## config.mk

```make
export PLATFORM = sky130hd
export DESIGN_NAME = dpc_top
export DESIGN_NICKNAME = d
export VERILOG_FILES = /design/src/dpc_pkg.sv /design/src/dpc_nv_if.sv /design/src/dpc_sync.sv /design/src/dpc_nvm.sv /design/src/dpc_top.sv
export VERILOG_INCLUDE_DIRS = /design/src
export SDC_FILE = /design/constraint.sdc
export NUM_CORES = 1
export LEC_CHECK = 0
export BUFFER_PORTS_ARGS = -buffer_cell sky130_fd_sc_hd__buf_2
export CAP_MARGIN = 20
export CORE_ASPECT_RATIO = 0.9
export CORE_MARGIN = 5
export CORE_UTILIZATION = 30
export CTS_CLUSTER_DIAMETER = 50
export DETAILED_ROUTE_END_ITERATION = 6
export PLACE_DENSITY = 0.56
export RECOVER_POWER = 50
export SLEW_MARGIN = 10
export SYNTH_ARGS = -nofsm -noshare
export SYNTH_HDL_FRONTEND = slang
export SYNTH_SLANG_ARGS = --single-unit
```

## constraint.sdc

```tcl
create_clock -name i_mclk -period 4.6 [get_ports i_mclk]
set_input_delay 0.46 -clock i_mclk [delete_from_list [all_inputs] [get_ports i_mclk]]
set_output_delay 0.46 -clock i_mclk [all_outputs]
set_load 0.02 [all_outputs]
```

## src/dpc_map.svh

```systemverilog
// offsets, field positions, reset values and timing counts of the pot control
//
// What this block does
// - address first=0/second=1 picks channel one, 1/1 two
// - address and data bits arrive LSB first
// - frame decoding waits for a logic one start
// - serial input sampled on link clock rise, select high
// - frames and output only while select high
// - loaded wiper value holds while select high
// - select low reloads stored values, output released
// - select filtered against glitches shorter than 30 ns
// - outgoing bits change on link clock rise
// - state kept while link clock stands still
// - power-on loads wipers from stored values
// - each wiper is eight bits, 256 steps
// - store: busy low, input ignored, no output
// - output updates after last bit, ready two later
// - after address, addressed value shifts out LSB first
`ifndef DPC_MAP_SVH
`define DPC_MAP_SVH
// ****************************************************************
// register map (byte addresses)
// ****************************************************************
`define DPC_OFS_WIPER 8'h00
`define DPC_OFS_STORED 8'h04
`define DPC_OFS_CTRL 8'h08
`define DPC_OFS_STATUS 8'h0C
`define DPC_CTRL_LINK_EN 0
`define DPC_STAT_BUSY 0
`define DPC_STAT_SEL 1
`define DPC_STAT_FRAME 2
`define DPC_CTRL_RESET 1'b1
// ****************************************************************
// reset values and timing
// ****************************************************************
`define DPC_NV_RESET 8'h80
`define DPC_CLK_NS 10
`define DPC_FILT_NS 30
`define DPC_FILT_CYC ((`DPC_FILT_NS + `DPC_CLK_NS - 1) / `DPC_CLK_NS)
`define DPC_BUSY_NS 4000000
`define DPC_BUSY_CYC (`DPC_BUSY_NS / `DPC_CLK_NS)
`define DPC_BUSY_W 20
`endif

```

## src/dpc_pkg.sv

```systemverilog
// types shared by the pot control modules
package dpc_pkg;
   typedef enum logic [1:0] {ST_IDLE, ST_ADDR, ST_DATA, ST_GAP} dpc_state_t;
   typedef logic [7:0] dpc_wiper_t;
endpackage

```

## src/dpc_nv_if.sv

```systemverilog
// link between frame logic and non-volatile store
`timescale 1ns/100ps
interface dpc_nv_if;
   logic start;
   logic chan;
   dpc_pkg::dpc_wiper_t data;
   logic busy;
   dpc_pkg::dpc_wiper_t nv_one;
   dpc_pkg::dpc_wiper_t nv_two;
   modport store (input start, input chan, input data,
      output busy, output nv_one, output nv_two);
   modport ctl (output start, output chan, output data,
      input busy, input nv_one, input nv_two);
endinterface

```

## src/dpc_sync.sv

```systemverilog
// two-stage synchroniser with optional stability filter
`timescale 1ns/100ps
module dpc_sync #(
   parameter int FILT = 1,
   parameter bit RST = 1'b0
) (
   input wire logic i_clk,
   input wire logic i_rst_n,
   input wire logic i_d,
   output logic o_q
);
   logic s1_ff;
   logic s2_ff;
   logic q_ff;
   logic [2:0] cnt_ff;

   always_ff @(posedge i_clk or negedge i_rst_n) begin
      if (!i_rst_n) begin
         s1_ff <= RST;
         s2_ff <= RST;
      end else begin
         s1_ff <= i_d;
         s2_ff <= s1_ff;
      end
   end

   // a level must stand FILT cycles before it is believed
   always_ff @(posedge i_clk or negedge i_rst_n) begin
      if (!i_rst_n) begin
         q_ff <= RST;
         cnt_ff <= 3'h0;
      end else if (s2_ff == q_ff) begin
         cnt_ff <= 3'h0;
      end else if (cnt_ff == 3'(FILT - 1)) begin
         q_ff <= s2_ff;
         cnt_ff <= 3'h0;
      end else begin
         cnt_ff <= cnt_ff + 3'h1;
      end
   end

   assign o_q = q_ff;

   a_filter_hold: assert property (
      @(posedge i_clk) disable iff (!i_rst_n)
      $changed(q_ff) |-> $past(cnt_ff) == 3'(FILT - 1))
      else $error("filter output moved before its count ran out");
endmodule // dpc_sync

```

## src/dpc_nvm.sv

```systemverilog
// non-volatile wiper store with busy timer
`timescale 1ns/100ps
`include "dpc_map.svh"
module dpc_nvm #(
   parameter int BUSY_CYC = `DPC_BUSY_CYC
) (
   input wire logic i_clk,
   input wire logic i_rst_n,
   dpc_nv_if.store nv
);
   dpc_pkg::dpc_wiper_t mem_ff [2];
   logic busy_ff;
   logic [`DPC_BUSY_W-1:0] tmr_ff;

   // stored cells are written at the start; the timer models the cycle
   always_ff @(posedge i_clk or negedge i_rst_n) begin
      if (!i_rst_n) begin
         mem_ff[0] <= `DPC_NV_RESET;
         mem_ff[1] <= `DPC_NV_RESET;
      end else if (nv.start && !busy_ff) begin
         mem_ff[nv.chan] <= nv.data;
      end
   end

   always_ff @(posedge i_clk or negedge i_rst_n) begin
      if (!i_rst_n) begin
         busy_ff <= 1'b0;
         tmr_ff <= '0;
      end else if (nv.start && !busy_ff) begin
         busy_ff <= 1'b1;
         tmr_ff <= `DPC_BUSY_W'(BUSY_CYC - 1);
      end else if (busy_ff) begin
         if (tmr_ff == '0) begin
            busy_ff <= 1'b0;
         end else begin
            tmr_ff <= tmr_ff - `DPC_BUSY_W'(1);
         end
      end
   end

   assign nv.busy = busy_ff;
   assign nv.nv_one = mem_ff[0];
   assign nv.nv_two = mem_ff[1];

   a_busy_starts: assert property (
      @(posedge i_clk) disable iff (!i_rst_n)
      nv.start && !busy_ff |=> busy_ff [*2])
      else $error("store did not raise busy");
endmodule // dpc_nvm

```

## src/dpc_top.sv

```systemverilog
// serial pot control: link decoder, wipers and AHB-Lite registers
//
// The AHB-Lite slave port and the placing of the registers were chosen for this implementation.
`timescale 1ns/100ps
`include "dpc_map.svh"
module dpc_top #(
   parameter int P_BUSY_CYC = `DPC_BUSY_CYC
) (
   input wire logic i_mclk,
   input wire logic i_resetn,
   input wire logic i_link_clk,
   input wire logic i_select,
   input wire logic i_serial_in,
   input wire logic i_store_request,
   output logic o_serial_out,
   output logic o_serial_out_oe,
   output logic o_write_done_flag,
   output logic [7:0] o_channel_one_output,
   output logic [7:0] o_channel_two_output,
   input wire logic i_hsel,
   input wire logic [31:0] i_haddr,
   input wire logic [1:0] i_htrans,
   input wire logic i_hwrite,
   input wire logic [2:0] i_hsize,
   input wire logic [31:0] i_hwdata,
   input wire logic i_hready,
   output logic [31:0] o_hrdata,
   output logic o_hreadyout,
   output logic o_hresp
);
   // ****************************************************************
   // reset release and pin synchronisers
   // ****************************************************************
   logic rst1_ff;
   logic rst_n;
   logic lclk_s;
   logic sel_s;
   logic din_s;
   logic store_request_s;

   always_ff @(posedge i_mclk or negedge i_resetn) begin
      if (!i_resetn) begin
         rst1_ff <= 1'b0;
         rst_n <= 1'b0;
      end else begin
         rst1_ff <= 1'b1;
         rst_n <= rst1_ff;
      end
   end

   dpc_sync #(.FILT(1), .RST(1'b0)) u_sync_clk (.i_clk(i_mclk),
      .i_rst_n(rst_n), .i_d(i_link_clk), .o_q(lclk_s));
   // select acts as a reset, so spikes must not reach it
   dpc_sync #(.FILT(`DPC_FILT_CYC), .RST(1'b0)) u_sync_sel (.i_clk(i_mclk),
      .i_rst_n(rst_n), .i_d(i_select), .o_q(sel_s));
   dpc_sync #(.FILT(1), .RST(1'b0)) u_sync_din (.i_clk(i_mclk),
      .i_rst_n(rst_n), .i_d(i_serial_in), .o_q(din_s));
   dpc_sync #(.FILT(1), .RST(1'b0)) u_sync_store_request (.i_clk(i_mclk),
      .i_rst_n(rst_n), .i_d(i_store_request), .o_q(store_request_s));

   dpc_nv_if nv ();
   dpc_nvm #(.BUSY_CYC(P_BUSY_CYC)) u_nvm (.i_clk(i_mclk), .i_rst_n(rst_n),
      .nv(nv.store));

   // ****************************************************************
   // link edge detect and frame state
   // ****************************************************************
   logic lclk_d_ff;
   logic rise;
   logic link_en_ff;
   logic active;
   dpc_pkg::dpc_state_t state_ff;
   logic [2:0] cnt_ff;
   logic a_first_ff;
   logic a_second_ff;
   dpc_pkg::dpc_wiper_t sh_ff;
   dpc_pkg::dpc_wiper_t new_data;
   dpc_pkg::dpc_wiper_t wip_one_ff;
   dpc_pkg::dpc_wiper_t wip_two_ff;
   dpc_pkg::dpc_wiper_t addr_val;
   logic addr_ok;
   logic load;
   logic dout_ff;
   logic start_ff;
   logic chan_ff;
   dpc_pkg::dpc_wiper_t sdata_ff;

   always_ff @(posedge i_mclk or negedge rst_n) begin
      if (!rst_n) begin
         lclk_d_ff <= 1'b0;
      end else begin
         lclk_d_ff <= lclk_s;
      end
   end

   // a stopped link clock simply makes no edges; nothing times out
   assign rise = lclk_s && !lclk_d_ff;
   assign active = sel_s && link_en_ff && !nv.busy;
   assign addr_ok = a_second_ff;
   assign addr_val = a_first_ff ? wip_two_ff : wip_one_ff;
   assign new_data = {din_s, sh_ff[7:1]};
   assign load = rise && active && state_ff == dpc_pkg::ST_DATA &&
      cnt_ff == 3'h7 && addr_ok;

   always_ff @(posedge i_mclk or negedge rst_n) begin
      if (!rst_n) begin
         state_ff <= dpc_pkg::ST_IDLE;
         cnt_ff <= 3'h0;
      end else if (!active) begin
         state_ff <= dpc_pkg::ST_IDLE;
         cnt_ff <= 3'h0;
      end else if (rise) begin
         unique case (state_ff)
            dpc_pkg::ST_IDLE: begin
               if (din_s) begin
                  state_ff <= dpc_pkg::ST_ADDR;
               end
               cnt_ff <= 3'h0;
            end
            dpc_pkg::ST_ADDR: begin
               if (cnt_ff == 3'h1) begin
                  state_ff <= dpc_pkg::ST_DATA;
                  cnt_ff <= 3'h0;
               end else begin
                  cnt_ff <= cnt_ff + 3'h1;
               end
            end
            dpc_pkg::ST_DATA: begin
               if (cnt_ff == 3'h7) begin
                  state_ff <= dpc_pkg::ST_GAP;
               end
               cnt_ff <= cnt_ff + 3'h1;
            end
            dpc_pkg::ST_GAP: begin
               state_ff <= dpc_pkg::ST_IDLE;
            end
         endcase
      end
   end

   always_ff @(posedge i_mclk or negedge rst_n) begin
      if (!rst_n) begin
         a_first_ff <= 1'b0;
         a_second_ff <= 1'b0;
      end else if (rise && active && state_ff == dpc_pkg::ST_ADDR) begin
         if (cnt_ff == 3'h0) begin
            a_first_ff <= din_s;
         end else begin
            a_second_ff <= din_s;
         end
      end
   end

   // read-back is destructive: the old value leaves as the new one enters
   always_ff @(posedge i_mclk or negedge rst_n) begin
      if (!rst_n) begin
         sh_ff <= 8'h00;
         dout_ff <= 1'b0;
      end else if (rise && active) begin
         if (state_ff == dpc_pkg::ST_ADDR && cnt_ff == 3'h1) begin
            sh_ff <= din_s ? (a_first_ff ? wip_two_ff : wip_one_ff) : 8'h00;
            dout_ff <= din_s ? (a_first_ff ? wip_two_ff[0] :
               wip_one_ff[0]) : 1'b0;
         end else if (state_ff == dpc_pkg::ST_DATA) begin
            sh_ff <= new_data;
            dout_ff <= addr_ok && cnt_ff != 3'h7 ? sh_ff[1] : 1'b0;
         end
      end
   end

   // power-on and select low both restore the stored settings
   always_ff @(posedge i_mclk or negedge rst_n) begin
      if (!rst_n) begin
         wip_one_ff <= `DPC_NV_RESET;
         wip_two_ff <= `DPC_NV_RESET;
      end else if (!sel_s) begin
         wip_one_ff <= nv.nv_one;
         wip_two_ff <= nv.nv_two;
      end else if (load) begin
         if (a_first_ff) begin
            wip_two_ff <= new_data;
         end else begin
            wip_one_ff <= new_data;
         end
      end
   end

   // store request is judged at the edge after the last data bit
   always_ff @(posedge i_mclk or negedge rst_n) begin
      if (!rst_n) begin
         start_ff <= 1'b0;
         chan_ff <= 1'b0;
         sdata_ff <= 8'h00;
      end else begin
         start_ff <= rise && active && state_ff == dpc_pkg::ST_GAP &&
            store_request_s && addr_ok;
         if (load) begin
            chan_ff <= a_first_ff;
            sdata_ff <= new_data;
         end
      end
   end

   assign nv.start = start_ff;
   assign nv.chan = chan_ff;
   assign nv.data = sdata_ff;

   // ****************************************************************
   // pin outputs
   // ****************************************************************
   always_ff @(posedge i_mclk or negedge rst_n) begin
      if (!rst_n) begin
         o_serial_out <= 1'b0;
         o_serial_out_oe <= 1'b0;
         o_write_done_flag <= 1'b1;
         o_channel_one_output <= `DPC_NV_RESET;
         o_channel_two_output <= `DPC_NV_RESET;
      end else begin
         o_serial_out <= dout_ff;
         o_serial_out_oe <= active;
         o_write_done_flag <= !nv.busy;
         o_channel_one_output <= wip_one_ff;
         o_channel_two_output <= wip_two_ff;
      end
   end

   // ****************************************************************
   // AHB-Lite register slave, zero wait states
   // ****************************************************************
   logic wr_pend_ff;
   logic [7:0] wr_addr_ff;
   logic [31:0] rd_val;
   logic [31:0] ctrl_now;

   assign ctrl_now = (wr_pend_ff && wr_addr_ff == `DPC_OFS_CTRL) ?
      {31'h0, i_hwdata[`DPC_CTRL_LINK_EN]} : {31'h0, link_en_ff};

   always_comb begin
      rd_val = 32'h0;
      unique case (i_haddr[7:0])
         `DPC_OFS_WIPER: rd_val = {16'h0, wip_two_ff, wip_one_ff};
         `DPC_OFS_STORED: rd_val = {16'h0, nv.nv_two, nv.nv_one};
         `DPC_OFS_CTRL: rd_val = ctrl_now;
         `DPC_OFS_STATUS: rd_val = {29'h0, state_ff != dpc_pkg::ST_IDLE,
            sel_s, nv.busy};
         default: rd_val = 32'h0;
      endcase
   end

   always_ff @(posedge i_mclk or negedge rst_n) begin
      if (!rst_n) begin
         wr_pend_ff <= 1'b0;
         wr_addr_ff <= 8'h00;
         o_hrdata <= 32'h0;
         o_hreadyout <= 1'b1;
         o_hresp <= 1'b0;
      end else begin
         o_hreadyout <= 1'b1;
         o_hresp <= 1'b0;
         wr_pend_ff <= i_hsel && i_htrans[1] && i_hready && i_hwrite;
         if (i_hsel && i_htrans[1] && i_hready) begin
            wr_addr_ff <= i_haddr[7:0];
            o_hrdata <= i_hwrite ? 32'h0 : rd_val;
         end
      end
   end

   always_ff @(posedge i_mclk or negedge rst_n) begin
      if (!rst_n) begin
         link_en_ff <= `DPC_CTRL_RESET;
      end else if (wr_pend_ff && wr_addr_ff == `DPC_OFS_CTRL) begin
         link_en_ff <= i_hwdata[`DPC_CTRL_LINK_EN];
      end
   end

   // ****************************************************************
   // checks
   // ****************************************************************
   a_sel_tristate: assert property (
      @(posedge i_mclk) disable iff (!rst_n)
      !sel_s |=> !o_serial_out_oe)
      else $error("output driven with select low");
   a_busy_quiet: assert property (
      @(posedge i_mclk) disable iff (!rst_n)
      nv.busy |=> !o_serial_out_oe && !o_write_done_flag)
      else $error("output driven or flag high during store");
   a_sel_reload: assert property (
      @(posedge i_mclk) disable iff (!rst_n)
      !sel_s |=> wip_one_ff == $past(nv.nv_one) &&
      wip_two_ff == $past(nv.nv_two))
      else $error("wipers not restored on select low");
   a_wiper_hold: assert property (
      @(posedge i_mclk) disable iff (!rst_n)
      sel_s && !load |=> $stable(wip_one_ff) && $stable(wip_two_ff))
      else $error("wiper changed without a frame");
   a_need_start: assert property (
      @(posedge i_mclk) disable iff (!rst_n)
      state_ff == dpc_pkg::ST_IDLE && !(rise && din_s) |=>
      state_ff == dpc_pkg::ST_IDLE)
      else $error("frame began without a start bit");
   a_load_output: assert property (
      @(posedge i_mclk) disable iff (!rst_n)
      load && !a_first_ff && sel_s |-> ##2 o_channel_one_output ==
      $past(new_data, 2))
      else $error("channel one output missed its new value");
   a_bad_addr: assert property (
      @(posedge i_mclk) disable iff (!rst_n)
      sel_s && state_ff == dpc_pkg::ST_DATA && !a_second_ff |=>
      $stable(wip_one_ff) && $stable(wip_two_ff))
      else $error("wiper loaded from an unknown address");
   a_readback_lsb: assert property (
      @(posedge i_mclk) disable iff (!rst_n)
      rise && active && state_ff == dpc_pkg::ST_ADDR && cnt_ff == 3'h1 &&
      din_s && !a_first_ff |-> ##2 o_serial_out == $past(wip_one_ff[0], 2))
      else $error("first read-back bit not the stored lsb");
   a_gap_after: assert property (
      @(posedge i_mclk) disable iff (!rst_n)
      load |=> state_ff == dpc_pkg::ST_GAP || !active)
      else $error("no gap after the last data bit");

   c_load_one: cover property (@(posedge i_mclk) disable iff (!rst_n)
      load && !a_first_ff);
   c_load_two: cover property (@(posedge i_mclk) disable iff (!rst_n)
      load && a_first_ff);
   c_store: cover property (@(posedge i_mclk) disable iff (!rst_n)
      start_ff);
   c_sel_drop: cover property (@(posedge i_mclk) disable iff (!rst_n)
      $fell(sel_s));
endmodule // dpc_top

```

# Word level (Yosys, flattened, before mapping)
# Cells that the tools add are included.
# word_totals
output_inout_bits,53
register_bits,167
elab_cells,169
# op_classes
eq_ne,24
reduce_logical,43
magnitude_cmp,2
n_bitwise,6
muxes,45
addsub,6
# op_table
cell,n
case mux 32 bit (4 select lines),1
two-way mux 8 bit,11
two-way mux 20 bit,3
two-way mux 3 bit,11
two-way mux 32 bit,1
== test 8 x 4 -> 1 bit (second input constant),3
AND reduction 2 bit,11
logical NOT 20 bit,1
subtractor 20 x 1 -> 20 bit (second input constant),1
logical AND 1 bit,19
bitwise mux 16 bit,1
adder 3 x 1 -> 3 bit (second input constant),5
logical NOT 3 bit,4
two-way mux 2 bit,5
two-way mux 1 bit,9
case mux 3 bit (3 select lines),1
demux 8 bit (select 1 bit),1
== test 8 x 3 -> 1 bit (second input constant),1
logical NOT 8 bit,1
!= test 2 bit (second input constant),4
case mux 2 bit (4 select lines),1
!= test 3 x 2 -> 1 bit (second input constant),2
!= test 3 bit (second input constant),2
nonzero test 2 bit,3
15 further kinds,24

# Depth between registers and ports, before layout
# depth
depth_word,8
ltp_mapped,8

# By module
# A second synthesis with hierarchy kept.
# unflattened
hier_cells,628
hier_area_um2,6846.6
# modules_own_cells
mod,instances,area_per_inst_um2,cells_per_inst,seq_area_each_um2
dpc_top,1,4070.2,391,2234.6
dpc_nvm,1,1813.0,166,928.4
dpc_sync (u_sync_clk ...),3,241.5,18,150.1
dpc_sync (u_sync_sel),1,239.0,17,150.1

# Worst setup path before layout
# Ideal clock, no wire load.
# synth_timing
kind,register to register
start,register u_nvm.tmr_ff[3]
end,register u_nvm.tmr_ff[0]
setup_ns,0.125
setup_slack_ns,2.708
stages_incl_launch_ff,6
n_path_buf,1
arrival_time_ns,1.767
required_time_ns,4.475
path_cell_list,dfrtp_1 -> or3_1 -> buf_6 -> or2_2 -> o31a_1 -> mux2_2
# synth_via
elab_chain_len,3
# synth_lines
item,line_no,text
from (decl),dpc_nvm.sv:13,logic [`DPC_BUSY_W-1:0] tmr_ff;
from (signal assigned),dpc_nvm.sv:31,tmr_ff <= `DPC_BUSY_W'(BUSY_CYC - 1);
from (signal assigned),dpc_nvm.sv:36,tmr_ff <= tmr_ff - `DPC_BUSY_W'(1);
logical NOT 20 bit,dpc_nvm.sv:33,if (tmr_ff == '0) begin
!= test 2 x 1 -> 1 bit (no source line),--,
AND reduction 2 bit (no source line),--,
# No other way between the ends.
# A chain may end at the register's enable or synchronous reset.

# Worst setup path in the final report
# layout_timing
start,register u_nvm.tmr_ff[0]
end,register u_nvm.tmr_ff[0]
# layout_via
elab_chain_len,4
# layout_lines
item,line_no,text
subtractor 20 x 1 -> 20 bit,dpc_nvm.sv:36,
two-way mux 20 bit,dpc_nvm.sv:33,
two-way mux 20 bit,dpc_nvm.sv:32,end else if (busy_ff) begin
two-way mux 20 bit,dpc_nvm.sv:29,end else if (nv.start && !busy_ff) begin
# Several ways; a longest one is shown, not always the timed one. The select of a mux whose other input is x is not followed.

==> impl_metrics.py <==
metrics = {
    "logic_synthesis": {
        "synth_top_cell_area_share_pct": 53.0,
        "ys_warn_count": 0,
        "syn-cell-area_mm2": 0.00670,
        "avgSynthCellArea_um2": 11.0,
        "synth-main-ff-cell": "dfrtp_1",
        "ys_seq_elements": 150,
        "ys_types": 55,
        "synthArstFlopShare_pct": 100,
        "synth_top_cell_by_area": "dfrtp_1",
        "synthTopCellsByArea": "dfrtp_1, mux2_2, mux2i_1, o21ai_0, nand2_1",
        "synth_edf_count": 0,
        "synth.yosys.seq_area_share_pct": 56.2,
        "netlist_instances": 612,
    },
    "grt": {
        "grt_pass1_vias": 4436,
        "grt_max_degree": 93,
        "antenna_found_initial": 0,
        "grt_pass1_wl_um": 24500,
        "grtUsageTotal_pct": 11.9,
        "overflow": 0,
    },
    "routing": {
        "postRouteAntennaNets": 0,
        "drt_iter0_drc": 267,
        "viasPerCell": 4.70,
        "avgRoutedWirePerCell_um": 15.3,
        "drc": 0,
        "num_vias": 4545,
        "detail_route.first_pass.iterations": 4,
        "finalWirelength_um": 14700,
    },
    "worst_setup_path": {
        "crit_path_cell_trace": "inv_1 -> ha_1 -> nor3b_1 -> nand4_1 -> o31a_1 -> mux2_2",
        "cp_data_required_time_ns": 4.91,
        "cp_num_buf_inv": 1,
        "r2r-start": "u_nvm.tmr_ff[0]$_DFFE_PN0P_",
        "reg2regPathDepth": 6,
        "cp_max_fo": 16,
        "critPathTopFamily": "simple AND/OR/NAND/NOR gates",
        "cp.arrival_ns": 2.81,
        "critPathMaxStageDelay_ns": 0.60,
        "worst_path_max_delay_cell": "nand4_1",
        "reg2reg_to": "u_nvm.tmr_ff[0]$_DFFE_PN0P_",
        "r2r_slack_ns": 2.10,
        "cp-end-kind": "flop",
        "crit_path_start_kind": "flop",
        "worstSetupPathType": "reg -> reg",
    },
    "die": {
        "dieArea_mm2": 0.0254,
        "initial_core_util_pct": 30.7,
        "io_pins": 131,
        "row_count": 51,
        "fp.dieH_um": 152,
        "core-area_mm2": 0.0218,
        "fp.dieW_um": 168,
    },
    "layout": {
        "layout.nets": 756,
        "syn_to_final_growth_pct": 16.0,
        "final_cell_mix": "dfrtp_1, nand2_1, o21ai_0",
        "n_antenna_cell": 0,
        "mostFrequentLayoutCell": "dfrtp_1",
        "drive_gt1_share_pct": 15.6,
    },
    "min_path": {
        "min_from": "i_serial_in",
        "min_to": "u_sync_din.s1_ff$_DFF_PN0_",
        "holdPathStages": 1,
        "hp-class": "in -> reg",
    },
    "sta": {
        "finalHoldViolations": 0,
        "fin_setup_tns_ns": 0,
        "rsz0062_at_grt": "false",
        "holdWs_ns": 0.142,
        "tightest_slew_ns": 2.32,
        "setup_viol": 0,
        "fin_skew_ns": 0.00793,
        "period_share_pct": 54.3,
        "drv_slew": 121,
        "min_period_ns": 2.50,
        "relSlewSlack_pct": -54.8,
        "fmax_mhz": 401,
        "layout_setup_ws_ns": 2.10,
    },
    "power": {
        "powerDensity_mw_per_mm2": 456,
        "p_leak_nw": 3.52,
        "ir_drop_uv": 195,
        "totalPowerFinal_w": 0.00355,
    },
    "clock_network": {
        "tritoncts.num_buffers": 17,
        "cts-resized-gates": 0,
        "cts_setup_buffers": 0,
        "cts.path.max_buffers": 2,
        "cts_sinks": 150,
        "cts_tree": "done",
        "clock_latency_ns": 0.42,
        "h-tree-depth": 4,
        "clkTransAtPathRegs_ns": 0.06,
        "root_buffer": "clkbuf_16",
        "hold_buffers": 1,
    },
    "placement": {
        "place.port_buffers": 53,
        "dp.final_hpwl_um": 9660,
        "pre_cts_slack_ns": 2.13,
        "gp_congestion": 0.735,
    },
    "outcome": {
        "violations": "max-capacitance violations, max-slew violations",
        "outcome": "finished, violations left",
    },
    "flow_run": {
        "max_cap_violations": 3,
    },
}
==> logic make-up (layout without fill, tap and decap cells) <==
| group | after synthesis | after routing | synth area share, % |
|---|---|---|---|
| multiplexers | 66 | 66 | 10.5 |
| flip-flops | 150 | 150 | 56.2 |
| XOR/XNOR | 5 | 5 | 0.653 |
| AO/OA/AOI/OAI | 106 | 106 | 9.76 |
| buffers and inverters | 67 | 113 | 4.91 |
| adder cells (fa/ha/maj) | 16 | 16 | 2.99 |
| other | 2 | 19 | 0.112 |
| AND/OR/NAND/NOR | 200 | 200 | 14.9 |
==> Yosys cell counts (5+ instances only) <==
| cell | number |
|---|---|
| a22o_1 | 5 |
| a22oi_1 | 6 |
| a31oi_1 | 20 |
| buf_4 | 18 |
| clkbuf_1 | 24 |
| dfrtp_1 | 142 |
| dfstp_2 | 8 |
| ha_1 | 16 |
| inv_1 | 20 |
| mux2_2 | 35 |
| mux2i_1 | 31 |
| nand2_1 | 62 |
| nand2b_1 | 6 |
| nand3_1 | 27 |
| nor2_1 | 42 |
| nor2b_1 | 10 |
| nor3_1 | 13 |
| nor4_1 | 6 |
| o21ai_0 | 49 |
==> worst max-delay path by stage <==
stage / startpoint / to / depth (start not counted)
2_1_floorplan: rst_n$_DFF_PN0_ / a_first_ff$_DFFE_PN0P_ / 0
3_3_place_gp: u_nvm.nv.busy$_DFF_PN0_ / u_nvm.nv.nv_one[0]$_DFFE_PN0P_ / 4
3_5_place_dp: u_nvm.tmr_ff[0]$_DFFE_PN0P_ / u_nvm.tmr_ff[0]$_DFFE_PN0P_ / 6
4_1_cts: u_nvm.nv.busy$_DFF_PN0_ / u_nvm.nv.nv_one[3]$_DFFE_PN0P_ / 4
5_1_grt: rst_n$_DFF_PN0_ / o_channel_two_output[4]$_DFF_PN0_ / 0
6_report: u_nvm.tmr_ff[0]$_DFFE_PN0P_ / u_nvm.tmr_ff[0]$_DFFE_PN0P_ / 6
==> through the flow <==
step | area, um2 | instances | utilization, %
after floorplan | 6770 | 629 | -
after global placement | 7200 | 932 | 33.0
after detailed placement | 7200 | 932 | 33.0
after CTS | 7820 | 965 | 35.8
after global routing | 7770 | 966 | 35.6
final | 7770 | 966 | 35.6
==> layout make-up <==
cell class | instances | area, um2
Clock inverter | 12 | 153
Tap cell | 291 | 364
Sequential cell | 150 | 3760
Multi-Input combinational cell | 412 | 2670
Clock buffer | 20 | 457
Inverter | 21 | 78.8
Timing Repair Buffer | 60 | 284
Fill cell | 2247 | 14000
==> sequential cells by signal, indices dropped and copies added (netlist names), 7 cells and up <==
name	flops
u_nvm.nv.nv_two	8
wr_addr_ff	8
wip_one_ff	8
o_hrdata	16
o_channel_one_output	8
sh_ff	7
nv.data	8
wip_two_ff	8
u_nvm.tmr_ff	20
o_channel_two_output	8
u_nvm.nv.nv_one	8
==> layer usage <==
layer | global-route usage, % | vias to the layer above | share of wire [%]
met1 | 17.2 | 2242 | 51
met3 | 2.93 | 15 | 3.2
li1 | - | 2233 | -
met2 | 17.5 | 55 | 45
met4 | 4.06 | 0 | 1.2
met5 | 0 | - | 0
==> where the power goes <==
| group | internal [W] | switching [W] | total (W) |
|---|---|---|---|
| Combinational | 0.000175 | 0.000310 | 0.000485 |
| Clock | 0.000881 | 0.000553 | 0.00143 |
| Sequential | 0.00149 | 0.000139 | 0.00163 |
Note: power is estimated with default switching activity, not from simulation.
